<file path="src/sol_pkg.sv">
// startup option config loader: shared constants, enums and carrier structs
// assumes a single 25 MHz clock domain and a 32-bit AHB-Lite register bus
package sol_pkg;

  // ***************************************************
  // register map (byte addresses) and field layout
  // ***************************************************
  localparam logic [7:0] OFS_OPTIONS = 8'h00;
  localparam logic [7:0] OFS_IRQ_STAT = 8'h04;
  localparam logic [7:0] OFS_IRQ_MASK = 8'h08;
  localparam logic [7:0] OFS_STORE_CFG = 8'h0C;
  localparam logic [7:0] OFS_STATE = 8'h10;
  localparam int OPT_W = 5;
  localparam int PAD_W = 6;
  localparam int IRQ_W = 3;
  localparam int IRQ_AWAIT = 0;
  localparam int IRQ_CORE = 1;
  localparam int IRQ_RSVD = 2;
  localparam int CFG_W = 3;
  localparam int CFG_CLK13 = 2;
  localparam logic [IRQ_W-1:0] IRQ_MASK_RST = 3'h0;
  localparam logic [CFG_W-1:0] STORE_CFG_RST = 3'h0;
  // pads 3..7 pull down, test environment select (bit 5) pulls up
  localparam logic [PAD_W-1:0] PULL_UP_MAP = 6'h20;
  localparam logic [1:0] HTRANS_NONSEQ = 2'h2;

  // ***************************************************
  // enumerations
  // ***************************************************
  typedef enum logic [1:0] {
    MEM_NONE = 2'h0, MEM_RSVD = 2'h1, MEM_THREE_WIRE = 2'h2, MEM_TWO_WIRE = 2'h3
  } sol_mem_e;
  typedef enum logic [1:0] {CLK_12 = 2'h0, CLK_13 = 2'h1, CLK_DETECT = 2'h2} sol_clk_e;
  typedef enum logic [1:0] {
    BAUD_STORE = 2'h0, BAUD_9K6 = 2'h1, BAUD_115K2 = 2'h2, BAUD_921K6 = 2'h3
  } sol_baud_e;
  typedef enum logic [1:0] {
    CMD_NONE = 2'h0, CMD_SET_CLK_BAUD = 2'h1, CMD_WRITE_ADDR = 2'h2, CMD_ENTER_MODE = 2'h3
  } sol_cmd_e;
  typedef enum logic [1:0] {BLK_PARAM = 2'h0, BLK_PATCH = 2'h1, BLK_STORE = 2'h2} sol_blk_e;
  typedef enum logic [9:0] {
    S_RESET = 10'h001, S_MEMSEL = 10'h002, S_LOAD_PARAM = 10'h004, S_LOAD_PATCH = 10'h008,
    S_LOAD_STORE = 10'h010, S_OPTIONS = 10'h020, S_AWAIT = 10'h040, S_WAIT_HOST = 10'h080,
    S_RETUNE = 10'h100, S_RUN = 10'h200
  } sol_state_e;

  // ***************************************************
  // carrier structs
  // ***************************************************
  typedef struct packed {
    sol_mem_e mem;
    sol_clk_e clk;
    sol_baud_e baud;
  } sol_strap_s;

  typedef struct packed {
    sol_state_e st;
    logic [OPT_W-1:0] opts;
    logic captured;
    logic addr_ok;
    logic cfg_ok;
    logic host_set;
    logic host_clk13;
    sol_baud_e host_baud;
    logic await;
    logic addr_wr;
    logic retune;
    logic clk13;
    sol_baud_e baud;
    logic started;
    logic [IRQ_W-1:0] irq_stat;
    logic [IRQ_W-1:0] irq_mask;
    logic [CFG_W-1:0] store_cfg;
    logic ph_wr;
    logic [7:0] ph_addr;
    logic [31:0] rdata;
  } sol_core_s;

endpackage

</file>
<file path="src/sol_sync.sv">
// two flip-flop synchroniser for asynchronous pins
// assumes pins idle low during reset
`timescale 1ns/100ps
`default_nettype none
module sol_sync #(
  parameter int WIDTH = 1
) (
  input wire logic mclk_in,              // system clock
  input wire logic rst_n_in,             // async reset, active low
  input wire logic [WIDTH-1:0] d_in,     // asynchronous pins
  output logic [WIDTH-1:0] q_out         // synchronised level
);
  logic [WIDTH-1:0] meta_r;
  logic [WIDTH-1:0] sync_r;

  if (WIDTH < 1) begin : g_width_chk
    $error("sol_sync: WIDTH must be at least 1");
  end

  always_ff @(posedge mclk_in or negedge rst_n_in) begin
    if (!rst_n_in) begin
      meta_r <= '0;
      sync_r <= '0;
    end else begin
      meta_r <= d_in;
      sync_r <= meta_r;
    end
  end

  assign q_out = sync_r;
endmodule
`default_nettype wire

</file>
<file path="src/sol_strap_decode.sv">
// decodes the captured option straps into memory, clock and rate settings
// assumes the options word holds pins three..seven in bits 0..4
`timescale 1ns/100ps
`default_nettype none
module sol_strap_decode (
  input wire logic [sol_pkg::OPT_W-1:0] opts_in,  // captured options
  output sol_pkg::sol_strap_s strap_out           // decoded settings
);
  logic [2:0] clk_code;

  always_comb begin
    strap_out.mem = sol_pkg::sol_mem_e'({opts_in[4], opts_in[3]});
    clk_code = {opts_in[0], opts_in[1], opts_in[2]};
    strap_out.clk = sol_pkg::CLK_13;
    strap_out.baud = sol_pkg::BAUD_STORE;
    unique case (clk_code)
      3'h0: strap_out.clk = sol_pkg::CLK_12;
      3'h4: strap_out.clk = sol_pkg::CLK_13;
      3'h5: strap_out.baud = sol_pkg::BAUD_9K6;
      3'h6: strap_out.baud = sol_pkg::BAUD_115K2;
      3'h7: strap_out.baud = sol_pkg::BAUD_921K6;
      default: strap_out.clk = sol_pkg::CLK_DETECT;
    endcase
  end
endmodule
`default_nettype wire

</file>
<file path="src/sol_loader.sv">
// startup sequencer: strap capture, memory load, option evaluation, host
// configuration wait, serial port retune and protocol core start
// assumes memory engine and transport logic on mclk_in; reset pins and pads asynchronous
`timescale 1ns/100ps
`default_nettype none
module sol_loader (
  input wire logic mclk_in,                        // 25 MHz clock
  input wire logic rst_n_in,                       // async reset, active low
  input wire logic hsel_in,                        // ahb slave select
  input wire logic [31:0] haddr_in,                // ahb address
  input wire logic [1:0] htrans_in,                // ahb transfer type
  input wire logic hwrite_in,                      // ahb write
  input wire logic [2:0] hsize_in,                 // ahb size (word only)
  input wire logic [31:0] hwdata_in,               // ahb write data
  input wire logic hready_in,                      // ahb bus ready
  output logic [31:0] hrdata_out,                  // ahb read data
  output logic hreadyout_out,                      // ahb slave ready
  output logic hresp_out,                          // ahb response, okay
  output logic irq_out,                            // level interrupt
  input wire logic radio_reset_n_in,               // radio reset pin
  input wire logic baseband_reset_n_in,            // baseband reset pin
  input wire logic [sol_pkg::OPT_W-1:0] option_pin_in, // pins three..seven
  output logic [sol_pkg::PAD_W-1:0] strap_pull_en_out, // weak pulls on
  output logic [sol_pkg::PAD_W-1:0] strap_pull_up_out, // 1 up, 0 down
  output logic mem_load_req_out,                   // memory block load request
  output logic [1:0] mem_load_block_out,           // block being loaded
  output logic [1:0] mem_kind_out,                 // decoded memory kind
  input wire logic mem_load_done_in,               // block load done pulse
  input wire logic mem_addr_present_in,            // store has device address
  input wire logic mem_cfg_ok_in,                  // store config sufficient
  input wire logic host_cmd_valid_in,              // host command strobe
  input wire logic [1:0] host_cmd_in,              // host command code
  input wire logic [2:0] host_cmd_data_in,         // clk13 and rate code
  output logic await_init_out,                     // await-init event pulse
  output logic store_addr_write_out,               // save address pulse
  output logic uart_retune_out,                    // retune divisor pulse
  output logic uart_clk13_out,                     // baseband clock is 13 MHz
  output logic [1:0] uart_baud_out,                // rate code for divisor
  output logic core_start_out                      // protocol core running
);
  // ***************************************************
  // synchronisers and strap decode
  // ***************************************************
  logic [1:0] rst_pins;
  logic [sol_pkg::OPT_W-1:0] opt_sync;
  logic bb_prev;
  logic bb_rel;
  logic ra_rel;
  sol_pkg::sol_strap_s strap;
  sol_pkg::sol_core_s r;
  sol_pkg::sol_core_s nxt;
  logic addr_ph;
  logic cmd_enter;
  logic mem_fitted;
  logic need_host;
  logic [sol_pkg::IRQ_W-1:0] irq_set;

  sol_sync #(.WIDTH(2)) u_rst_sync (
    .mclk_in(mclk_in),
    .rst_n_in(rst_n_in),
    .d_in({radio_reset_n_in, baseband_reset_n_in}),
    .q_out(rst_pins)
  );
  sol_sync #(.WIDTH(sol_pkg::OPT_W)) u_opt_sync (
    .mclk_in(mclk_in),
    .rst_n_in(rst_n_in),
    .d_in(option_pin_in),
    .q_out(opt_sync)
  );
  sol_strap_decode u_decode (
    .opts_in(r.opts),
    .strap_out(strap)
  );

  assign ra_rel = rst_pins[1];
  assign bb_rel = rst_pins[0];
  assign addr_ph = hsel_in && hready_in && (htrans_in == sol_pkg::HTRANS_NONSEQ);
  assign cmd_enter = host_cmd_valid_in && (host_cmd_in == sol_pkg::CMD_ENTER_MODE);
  assign mem_fitted = (strap.mem == sol_pkg::MEM_THREE_WIRE) || (strap.mem == sol_pkg::MEM_TWO_WIRE);
  assign need_host = !mem_fitted || !r.addr_ok || !r.cfg_ok || (strap.clk == sol_pkg::CLK_DETECT);

  always_ff @(posedge mclk_in or negedge rst_n_in) begin
    if (!rst_n_in) begin
      bb_prev <= 1'b0;
    end else begin
      bb_prev <= bb_rel;
    end
  end

  // ***************************************************
  // next-state logic
  // ***************************************************
  always_comb begin
    nxt = r;
    irq_set = '0;
    nxt.await = 1'b0;
    nxt.addr_wr = 1'b0;
    nxt.retune = 1'b0;
    if (bb_rel && !bb_prev && !r.captured) begin
      nxt.opts = opt_sync;
      nxt.captured = 1'b1;
    end
    if (host_cmd_valid_in && (host_cmd_in == sol_pkg::CMD_SET_CLK_BAUD)) begin
      nxt.host_set = 1'b1;
      nxt.host_clk13 = host_cmd_data_in[2];
      nxt.host_baud = sol_pkg::sol_baud_e'(host_cmd_data_in[1:0]);
    end
    if (host_cmd_valid_in && (host_cmd_in == sol_pkg::CMD_WRITE_ADDR)) begin
      nxt.addr_ok = 1'b1;
      nxt.addr_wr = 1'b1;
    end
    unique case (r.st)
      sol_pkg::S_RESET: begin
        if (r.captured && ra_rel) begin
          nxt.st = sol_pkg::S_MEMSEL;
        end
      end
      sol_pkg::S_MEMSEL: begin
        if (strap.mem == sol_pkg::MEM_RSVD) begin
          irq_set[sol_pkg::IRQ_RSVD] = 1'b1;
        end
        nxt.st = mem_fitted ? sol_pkg::S_LOAD_PARAM : sol_pkg::S_OPTIONS;
      end
      sol_pkg::S_LOAD_PARAM: begin
        if (mem_load_done_in) begin
          nxt.st = sol_pkg::S_LOAD_PATCH;
        end
      end
      sol_pkg::S_LOAD_PATCH: begin
        if (mem_load_done_in) begin
          nxt.st = sol_pkg::S_LOAD_STORE;
        end
      end
      sol_pkg::S_LOAD_STORE: begin
        if (mem_load_done_in) begin
          nxt.addr_ok = mem_addr_present_in;
          nxt.cfg_ok = mem_cfg_ok_in;
          nxt.st = sol_pkg::S_OPTIONS;
        end
      end
      sol_pkg::S_OPTIONS: begin
        nxt.st = need_host ? sol_pkg::S_AWAIT : sol_pkg::S_RETUNE;
      end
      sol_pkg::S_AWAIT: begin
        nxt.await = 1'b1;
        irq_set[sol_pkg::IRQ_AWAIT] = 1'b1;
        nxt.st = sol_pkg::S_WAIT_HOST;
      end
      sol_pkg::S_WAIT_HOST: begin
        if (cmd_enter) begin
          nxt.st = sol_pkg::S_RETUNE;
        end
      end
      sol_pkg::S_RETUNE: begin
        if (strap.clk != sol_pkg::CLK_DETECT) begin
          nxt.clk13 = (strap.clk == sol_pkg::CLK_13);
        end else if (r.host_set) begin
          nxt.clk13 = r.host_clk13;
        end else begin
          nxt.clk13 = r.store_cfg[sol_pkg::CFG_CLK13];
        end
        if (strap.baud != sol_pkg::BAUD_STORE) begin
          nxt.baud = strap.baud;
        end else if (r.host_set) begin
          nxt.baud = r.host_baud;
        end else begin
          nxt.baud = sol_pkg::sol_baud_e'(r.store_cfg[1:0]);
        end
        nxt.retune = 1'b1;
        nxt.st = sol_pkg::S_RUN;
      end
      sol_pkg::S_RUN: begin
        if (!r.started) begin
          irq_set[sol_pkg::IRQ_CORE] = 1'b1;
        end
        nxt.started = 1'b1;
      end
      default: nxt.st = sol_pkg::S_RESET;
    endcase
    nxt.irq_stat = r.irq_stat | irq_set;
    // software side: data phase writes, w1c loses to a same-cycle set
    if (r.ph_wr) begin
      unique case (r.ph_addr)
        sol_pkg::OFS_IRQ_STAT: nxt.irq_stat = (r.irq_stat & ~hwdata_in[sol_pkg::IRQ_W-1:0]) | irq_set;
        sol_pkg::OFS_IRQ_MASK: nxt.irq_mask = hwdata_in[sol_pkg::IRQ_W-1:0];
        sol_pkg::OFS_STORE_CFG: nxt.store_cfg = hwdata_in[sol_pkg::CFG_W-1:0];
        default: nxt.ph_wr = 1'b0;
      endcase
    end
    nxt.ph_wr = addr_ph && hwrite_in;
    nxt.ph_addr = haddr_in[7:0];
    nxt.rdata = r.rdata;
    if (addr_ph && !hwrite_in) begin
      unique case (haddr_in[7:0])
        sol_pkg::OFS_OPTIONS: nxt.rdata = {27'h0, r.opts};
        sol_pkg::OFS_IRQ_STAT: nxt.rdata = {29'h0, r.irq_stat};
        sol_pkg::OFS_IRQ_MASK: nxt.rdata = {29'h0, r.irq_mask};
        sol_pkg::OFS_STORE_CFG: nxt.rdata = {29'h0, r.store_cfg};
        sol_pkg::OFS_STATE: nxt.rdata = {16'h0, strap.baud, strap.clk, strap.mem, r.st};
        default: nxt.rdata = 32'h0;
      endcase
    end
    // baseband reset reasserted: restart, pulls back on
    if (!bb_rel) begin
      nxt.st = sol_pkg::S_RESET;
      nxt.captured = 1'b0;
      nxt.started = 1'b0;
      nxt.addr_ok = 1'b0;
      nxt.cfg_ok = 1'b0;
      nxt.host_set = 1'b0;
    end
  end

  // ***************************************************
  // state register
  // ***************************************************
  always_ff @(posedge mclk_in or negedge rst_n_in) begin
    if (!rst_n_in) begin
      r <= '{st: sol_pkg::S_RESET, host_baud: sol_pkg::BAUD_STORE, baud: sol_pkg::BAUD_STORE,
             irq_mask: sol_pkg::IRQ_MASK_RST, store_cfg: sol_pkg::STORE_CFG_RST, default: '0};
    end else begin
      r <= nxt;
    end
  end

  // ***************************************************
  // outputs
  // ***************************************************
  assign hrdata_out = r.rdata;
  assign hreadyout_out = 1'b1;
  assign hresp_out = 1'b0;
  assign irq_out = |(r.irq_stat & r.irq_mask);
  assign strap_pull_en_out = {sol_pkg::PAD_W{!r.captured}};
  assign strap_pull_up_out = sol_pkg::PULL_UP_MAP;
  assign mem_load_req_out = (r.st == sol_pkg::S_LOAD_PARAM) || (r.st == sol_pkg::S_LOAD_PATCH)
                            || (r.st == sol_pkg::S_LOAD_STORE);
  assign mem_load_block_out = (r.st == sol_pkg::S_LOAD_STORE) ? sol_pkg::BLK_STORE
                              : (r.st == sol_pkg::S_LOAD_PATCH) ? sol_pkg::BLK_PATCH : sol_pkg::BLK_PARAM;
  assign mem_kind_out = strap.mem;
  assign await_init_out = r.await;
  assign store_addr_write_out = r.addr_wr;
  assign uart_retune_out = r.retune;
  assign uart_clk13_out = r.clk13;
  assign uart_baud_out = r.baud;
  assign core_start_out = r.started;
endmodule
`default_nettype wire

</file>
<file path="config.mk">
export PLATFORM = sky130hd
export DESIGN_NAME = sol_loader
export DESIGN_NICKNAME = d
export VERILOG_FILES = /design/src/sol_pkg.sv /design/src/sol_sync.sv /design/src/sol_strap_decode.sv /design/src/sol_loader.sv
export SDC_FILE = /design/constraint.sdc
export NUM_CORES = 1
export LEC_CHECK = 0
export ABC_AREA = 0
export BUFFER_PORTS_ARGS = -buffer_cell sky130_fd_sc_hd__buf_4
export CAP_MARGIN = 15
export CORE_ASPECT_RATIO = 0.5
export CORE_UTILIZATION = 48
export CTS_BUF_LIST = sky130_fd_sc_hd__clkbuf_16
export DETAILED_ROUTE_END_ITERATION = 10
export PLACE_DENSITY = 0.8
export SLEW_MARGIN = 30
export SYNTH_ARGS = -nofsm -noshare
export SYNTH_HDL_FRONTEND = slang
export SYNTH_SLANG_ARGS = --single-unit
</file>
<file path="constraint.sdc">
create_clock -name mclk_in -period 2.7 [get_ports mclk_in]
set_clock_uncertainty 0.15 [all_clocks]
set_input_delay 0.405 -clock mclk_in [delete_from_list [all_inputs] [get_ports mclk_in]]
set_output_delay 0.405 -clock mclk_in [all_outputs]
set_load 0.03 [all_outputs]
</file>
; Yosys cells after proc, flatten, opt, wreduce, memory -nomap -nowiden
; Cells that the tools add are included.
[classes]
n_reduce_logical = 32
n_bitwise = 5
eq_ne = 42
muxes = 38
[op_table]
columns = op, n
row1 = one-hot mux 10 bit (10 select lines), 1
row2 = one-hot mux 16 bit (5 select lines), 1
row3 = 2-to-1 mux 10 bit, 7
row4 = "equality test 8 x 4 -> 1 bit, second input constant", 4
row5 = "equality test 8 x 3 -> 1 bit, second input constant", 2
row6 = "inequality test 3 bit, second input constant", 5
row7 = 2-to-1 mux 1 bit, 14
row8 = "inequality test 2 bit, second input constant", 7
row9 = "equality test 2 bit, second input constant", 6
row10 = "equality test 3 bit, second input constant", 4
row11 = 2-to-1 mux 4 bit, 3
row12 = "equality test 10 x 1 -> 1 bit, second input constant", 1
row13 = "equality test 10 bit, second input constant", 1
row14 = "equality test 10 x 2 -> 1 bit, second input constant", 1
row15 = "equality test 10 x 3 -> 1 bit, second input constant", 1
row16 = "equality test 10 x 4 -> 1 bit, second input constant", 1
row17 = "equality test 10 x 5 -> 1 bit, second input constant", 1
row18 = "equality test 10 x 6 -> 1 bit, second input constant", 1
row19 = "equality test 10 x 7 -> 1 bit, second input constant", 1
row20 = "equality test 10 x 8 -> 1 bit, second input constant", 1
row21 = "equality test 10 x 9 -> 1 bit, second input constant", 1
row22 = logical AND 1 bit, 10
row23 = 2-to-1 mux 2 bit, 5
row24 = 2-to-1 mux 3 bit, 3
row25 = other kinds (18), 35
[word_totals]
ff_bits = 94
elab_cells = 142

; Depth between registers and ports, before layout
[depth]
ltp_word = 9
depth_mapped = 7
mapped_depth_nobuf = 5

; By module
; Synthesis repeated with hierarchy kept, for this count alone.
[unflattened]
cells_unflattened = 333
area_unflattened_um2 = 3651.0
[by_module_without_submodules]
columns = mod, seq_area_each_um2, area_each_um2, n_inst, cells_per_inst
row1 = sol_loader, 1602.8, 3256.9, 1, 313
row2 = sol_sync at u_opt_sync, 250.2, 250.2, 1, 10
row3 = sol_sync at u_rst_sync, 100.1, 100.1, 1, 4
row4 = sol_strap_decode, 0.0, 43.8, 1, 6

; Worst setup path after synthesis
; Ideal clock, no wire load.
[synth_timing]
path_kind = register -> output
startpoint = register r[74] in the netlist's numbering
endpoint = output mem_load_block_out[0]
path_buffers = 1
slack_ns = -0.195
stages_incl_launch_ff = 5
arrival_time_ns = 2.340
cell_sequence = dfrtp_1 -> or4_4 -> or2_1 -> clkbuf_2 -> nor4b_1
[synth_via]
elab_chain_cells = 3
word_cells_on_any_way = 4
classes_between = eq/ne (2) / mux (2)
[synth_lines]
columns = element, line
row1 = from (decl), sol_loader.sv:50  ; sol_pkg::sol_core_s r;
row2 = from (signal assigned), sol_loader.sv:219  ; r <= '{st: sol_pkg::S_RESET, host_baud: sol_pkg::BAUD_STORE, baud: sol_pkg::BAUD_STORE,
row3 = from (signal assigned), sol_loader.sv:222  ; r <= nxt;
row4 = equality test 10 x 4 -> 1 bit, sol_loader.sv:238  ; : (r.st == sol_pkg::S_LOAD_PATCH) ? sol_pkg::BLK_PATCH : sol_pkg::BLK_PARAM;
row5 = 2-to-1 mux 1 bit, sol_loader.sv:238
row6 = 2-to-1 mux 2 bit (*), sol_loader.sv:237  ; assign mem_load_block_out = (r.st == sol_pkg::S_LOAD_STORE) ? sol_pkg::BLK_STORE
row7 = to (decl), sol_loader.sv:26  ; output logic [1:0] mem_load_block_out,
; Mark *: on every way between the ends. The rest lies on a longest branch, timed or not.

; Final worst setup path
[layout_timing]
startpoint = register r[76] in the netlist's numbering
endpoint = output mem_load_block_out[0]
; The elaborated chain is that of the path after synthesis.

==> results.py <==
metrics = {
    "worst_setup_path": {
        "cp-end-kind": "primary output",
        "startpoint": "r[76]",
        "rr_startpoint": "r[76]",
        "timing.reg2reg.setup_slack_ns": 0.28,
        "cp-endpoint": "mem_load_block_out[0]",
        "crit_type": "reg -> out",
        "cp-start-kind": "flip-flop",
        "cp.arrival_ns": 2.08,
        "reg2reg_depth": 5,
        "crit_fanout": 7,
        "rr_endpoint": "r[72]",
        "cp.required_ns": 2.14,
    },
    "global_route": {
        "globalRouteTotalUtil": 0.218,
        "grt_overflow_total": 0,
        "grt_pass1_vias": 2601,
        "antenna_found_initial": 0,
        "grt_pass1_wl_um": 12600,
        "grt_max_degree": 79,
    },
    "sta": {
        "hold_ws_ns": -0.0508,
        "tightest_slew_ns": 0.689,
        "finalHoldViolCount": 77,
        "layout_min_cycle_time_ns": 2.64,
        "slew_viol_final": 0,
        "fmax_ghz": 0.379,
        "setup_viol_count_final": 0,
        "rsz0062_at_grt": "no",
        "slew_headroom": 0.537,
        "fin_setup_tns_ns": 0,
        "period_share": 0.977,
    },
    "detailed_routing": {
        "via_per_inst": 5.41,
        "vias": 2573,
        "drt_iter0_markers": 255,
        "avgRoutedWirePerCell_um": 16.1,
        "drt_wl_total_um": 7640,
        "detail_route.drc_violations": 0,
        "first_pass_iters": 5,
        "antenna_left": 0,
    },
    "pwr": {
        "leakage_uw": 0.00198,
        "power_uw": 2900,
        "peakVddDrop_mv": 0.398,
        "cellPowerDensity_nw_per_um2": 693,
    },
    "placement": {
        "dpl.hpwl_um": 5470,
        "gp_congestion": 0.949,
        "port_buffers": 68,
    },
    "finish": {
        "area_delta_synth_final_pct": 17.7,
        "antenna_cells": 0,
        "nets": 470,
        "layout-drive-gt1-share": 0.268,
        "finish.utilization": 0.606,
    },
    "logic_synthesis": {
        "yosysTopAreaCellShare": 0.542,
        "synth_area_leaders": "dfrtp_1 (54%), buf_4 (10%), mux2_2 (3.5%)",
        "synthSimpleGateAreaFrac": 0.148,
        "synth_flop_cell": "dfrtp_1",
        "yosysWarnings": 0,
        "synthCells": 334,
        "synth-xor-area-share": 0.00739,
        "synth-seq-cells": 78,
        "synth_cell_types": 45,
        "synth_mux_area_frac": 0.0517,
        "synth_area_leader_cell": "dfrtp_1",
        "syn_area_per_cell_sq_um": 10.6,
        "synth_edf_count": 0,
        "synth_top_family_by_area": "simple AND/OR/NAND/NOR gates",
        "synthesis.area_sq_um": 3560,
        "synth_compound_area_frac": 0.114,
        "yosysSeqAreaShare": 0.549,
        "ys_async_sr_fraction": 1.00,
        "synth_fa_ha_area_frac": 0,
    },
    "clock_network": {
        "h-tree-depth": 3,
        "cts_tree": "yes",
        "path_clk_slew_ns": 0.06,
        "insertion_delay_ns": 0.34,
        "root_buffer": "clkbuf_16",
        "hold_buffers": 0,
        "cts_num_sinks": 78,
        "cts-buffers-inserted": 9,
        "post_cts_buffers": 0,
        "clock_path_buffers": 2,
    },
    "worst_hold_path": {
        "hold_class": "in -> async",
    },
    "status": {
        "failed_checks": "negative hold slack",
        "outcome": "finished, violations left",
    },
    "floorplan": {
        "dieWidth_um": 124,
        "die_area_sq_um": 7780,
        "die_h_um": 62.9,
        "start_util": 0.515,
        "pin_count": 149,
        "placementRows": 21,
        "coreArea_sq_um": 6910,
    },
    "flow_run": {
        "maxCapViolations": 0,
    },
}
-- report_power, final --
group | switching, uW | internal [uW] | leakage, uW
combinational | 273 | 171 | 0.000868
clock | 447 | 693 | 0.000148
sequential | 79.2 | 1240 | 0.000967
total | 800 | 2100 | 0.00198
-- final cells by class --
type	count	area (sq um)
Clock buffer	9	225
Multi-Input combinational cell	207	1250
Inverter	11	41.3
Timing Repair Buffer	73	552
Clock inverter	6	48.8
Sequential cell	78	1960
Fill cell	562	2730
Tap cell	92	115
-- metrics by stage --
step           area (sq um)  cells  hold slack, ns  setup slack [ns]
2_1_floorplan          3650    356         -0.0406             0.207
3_3_place_gp           3900    461           0.182             0.291
3_5_place_dp           3900    461           0.185             0.241
4_1_cts                4180    476          0.0153            0.0385
5_1_grt                4190    476         0.00733           0.00380
6_report               4190    476         -0.0508            0.0633
-- cell usage after synthesis, types with 2 or more instances --
cell,instances
mux2i_1,6
inv_1,11
nor3b_1,2
a22o_1,12
nor3_1,6
a22oi_1,2
dfrtp_1,77
conb_1,2
nand2b_1,4
o21ai_0,24
a211oi_1,2
a32o_1,2
nand3b_1,5
nor2b_1,4
nor2_1,23
clkbuf_1,9
and4b_1,2
xor2_1,2
nor4_1,5
mux2_2,11
nand4b_1,2
buf_4,49
or4_1,4
nand2_1,25
nand3_1,7
a21oi_1,17
-- layout by cell type (no fill, tap or decap), types with 2 or more instances in the layout --
master / synthesis / final
nor3_1: 6 / 6
nand3b_1: 5 / 5
inv_1: 11 / 15
nand2b_1: 4 / 4
nor3b_1: 2 / 2
nor2_1: 23 / 23
a22oi_1: 2 / 2
xor2_1: 2 / 2
nand4b_1: 2 / 2
and4b_1: 2 / 2
a32o_1: 2 / 2
dfrtp_2: 0 / 2
a211oi_1: 2 / 2
buf_4: 49 / 72
dfrtp_1: 77 / 75
or4_1: 4 / 4
a21oi_1: 17 / 17
nor2b_1: 4 / 4
nand2_1: 25 / 25
nand3_1: 7 / 7
o21ai_0: 24 / 24
nor4_1: 5 / 4
a22o_1: 12 / 12
clkbuf_16: 0 / 9
mux2_2: 11 / 11
conb_1: 2 / 24
mux2i_1: 6 / 6
-- kinds of logic after synthesis --
| family | after synthesis |
|---|---|
| XOR/XNOR | 3 |
| multiplexers | 17 |
| AND/OR/NAND/NOR | 99 |
| flip-flops | 78 |
| AO/OA/AOI/OAI | 64 |
| other | 2 |
| buffers and inverters | 71 |
-- worst max-delay path: stages (launching register included) --
cell	delay, ns
dfrtp_2	0.44
or4_4	0.57
or2_4	0.30
nor4b_2	0.23
buf_4	0.20
-- state kept, by name (all words and copies together), names as in the netlist, 2 cells and up --
name               flops
hrdata_out            16
r                     40
u_opt_sync.meta_r      5
u_opt_sync.q_out       5
u_rst_sync.meta_r      2
u_rst_sync.q_out       2
uart_baud_out          2
-- how the worst min path moves through the flow --
stage,end,slack [ns],cells after the start
2_1_floorplan,await_init_out,-0.04,0
3_3_place_gp,u_rst_sync.q_out[0],0.18,0
3_5_place_dp,u_rst_sync.q_out[1],0.18,0
4_1_cts,u_opt_sync.meta_r[1],0.02,1
5_1_grt,uart_retune_out,0.007,1
6_report,uart_clk13_out,-0.05,1
-- layer usage --
| layer | share of wire | up-vias | wire length, um | track usage |
|---|---|---|---|---|
| met5 | 0 | - | 0 | 0 |
| met4 | 0.018 | 0 | 138 | 0.0858 |
| met3 | 0.079 | 14 | 606 | 0.0538 |
| met2 | 0.48 | 120 | 3640 | 0.353 |
| met1 | 0.43 | 1261 | 3250 | 0.279 |
| li1 | - | 1178 | - | - |
-- repair_timing --
| action | 4_1_cts | 5_1_grt |
|---|---|---|
| resized for setup | 1 | 2 |
| pin swaps | 0 | 1 |
| endpoints found under the setup margin | 1 | 1 |
(Power assumes the default switching activity.)
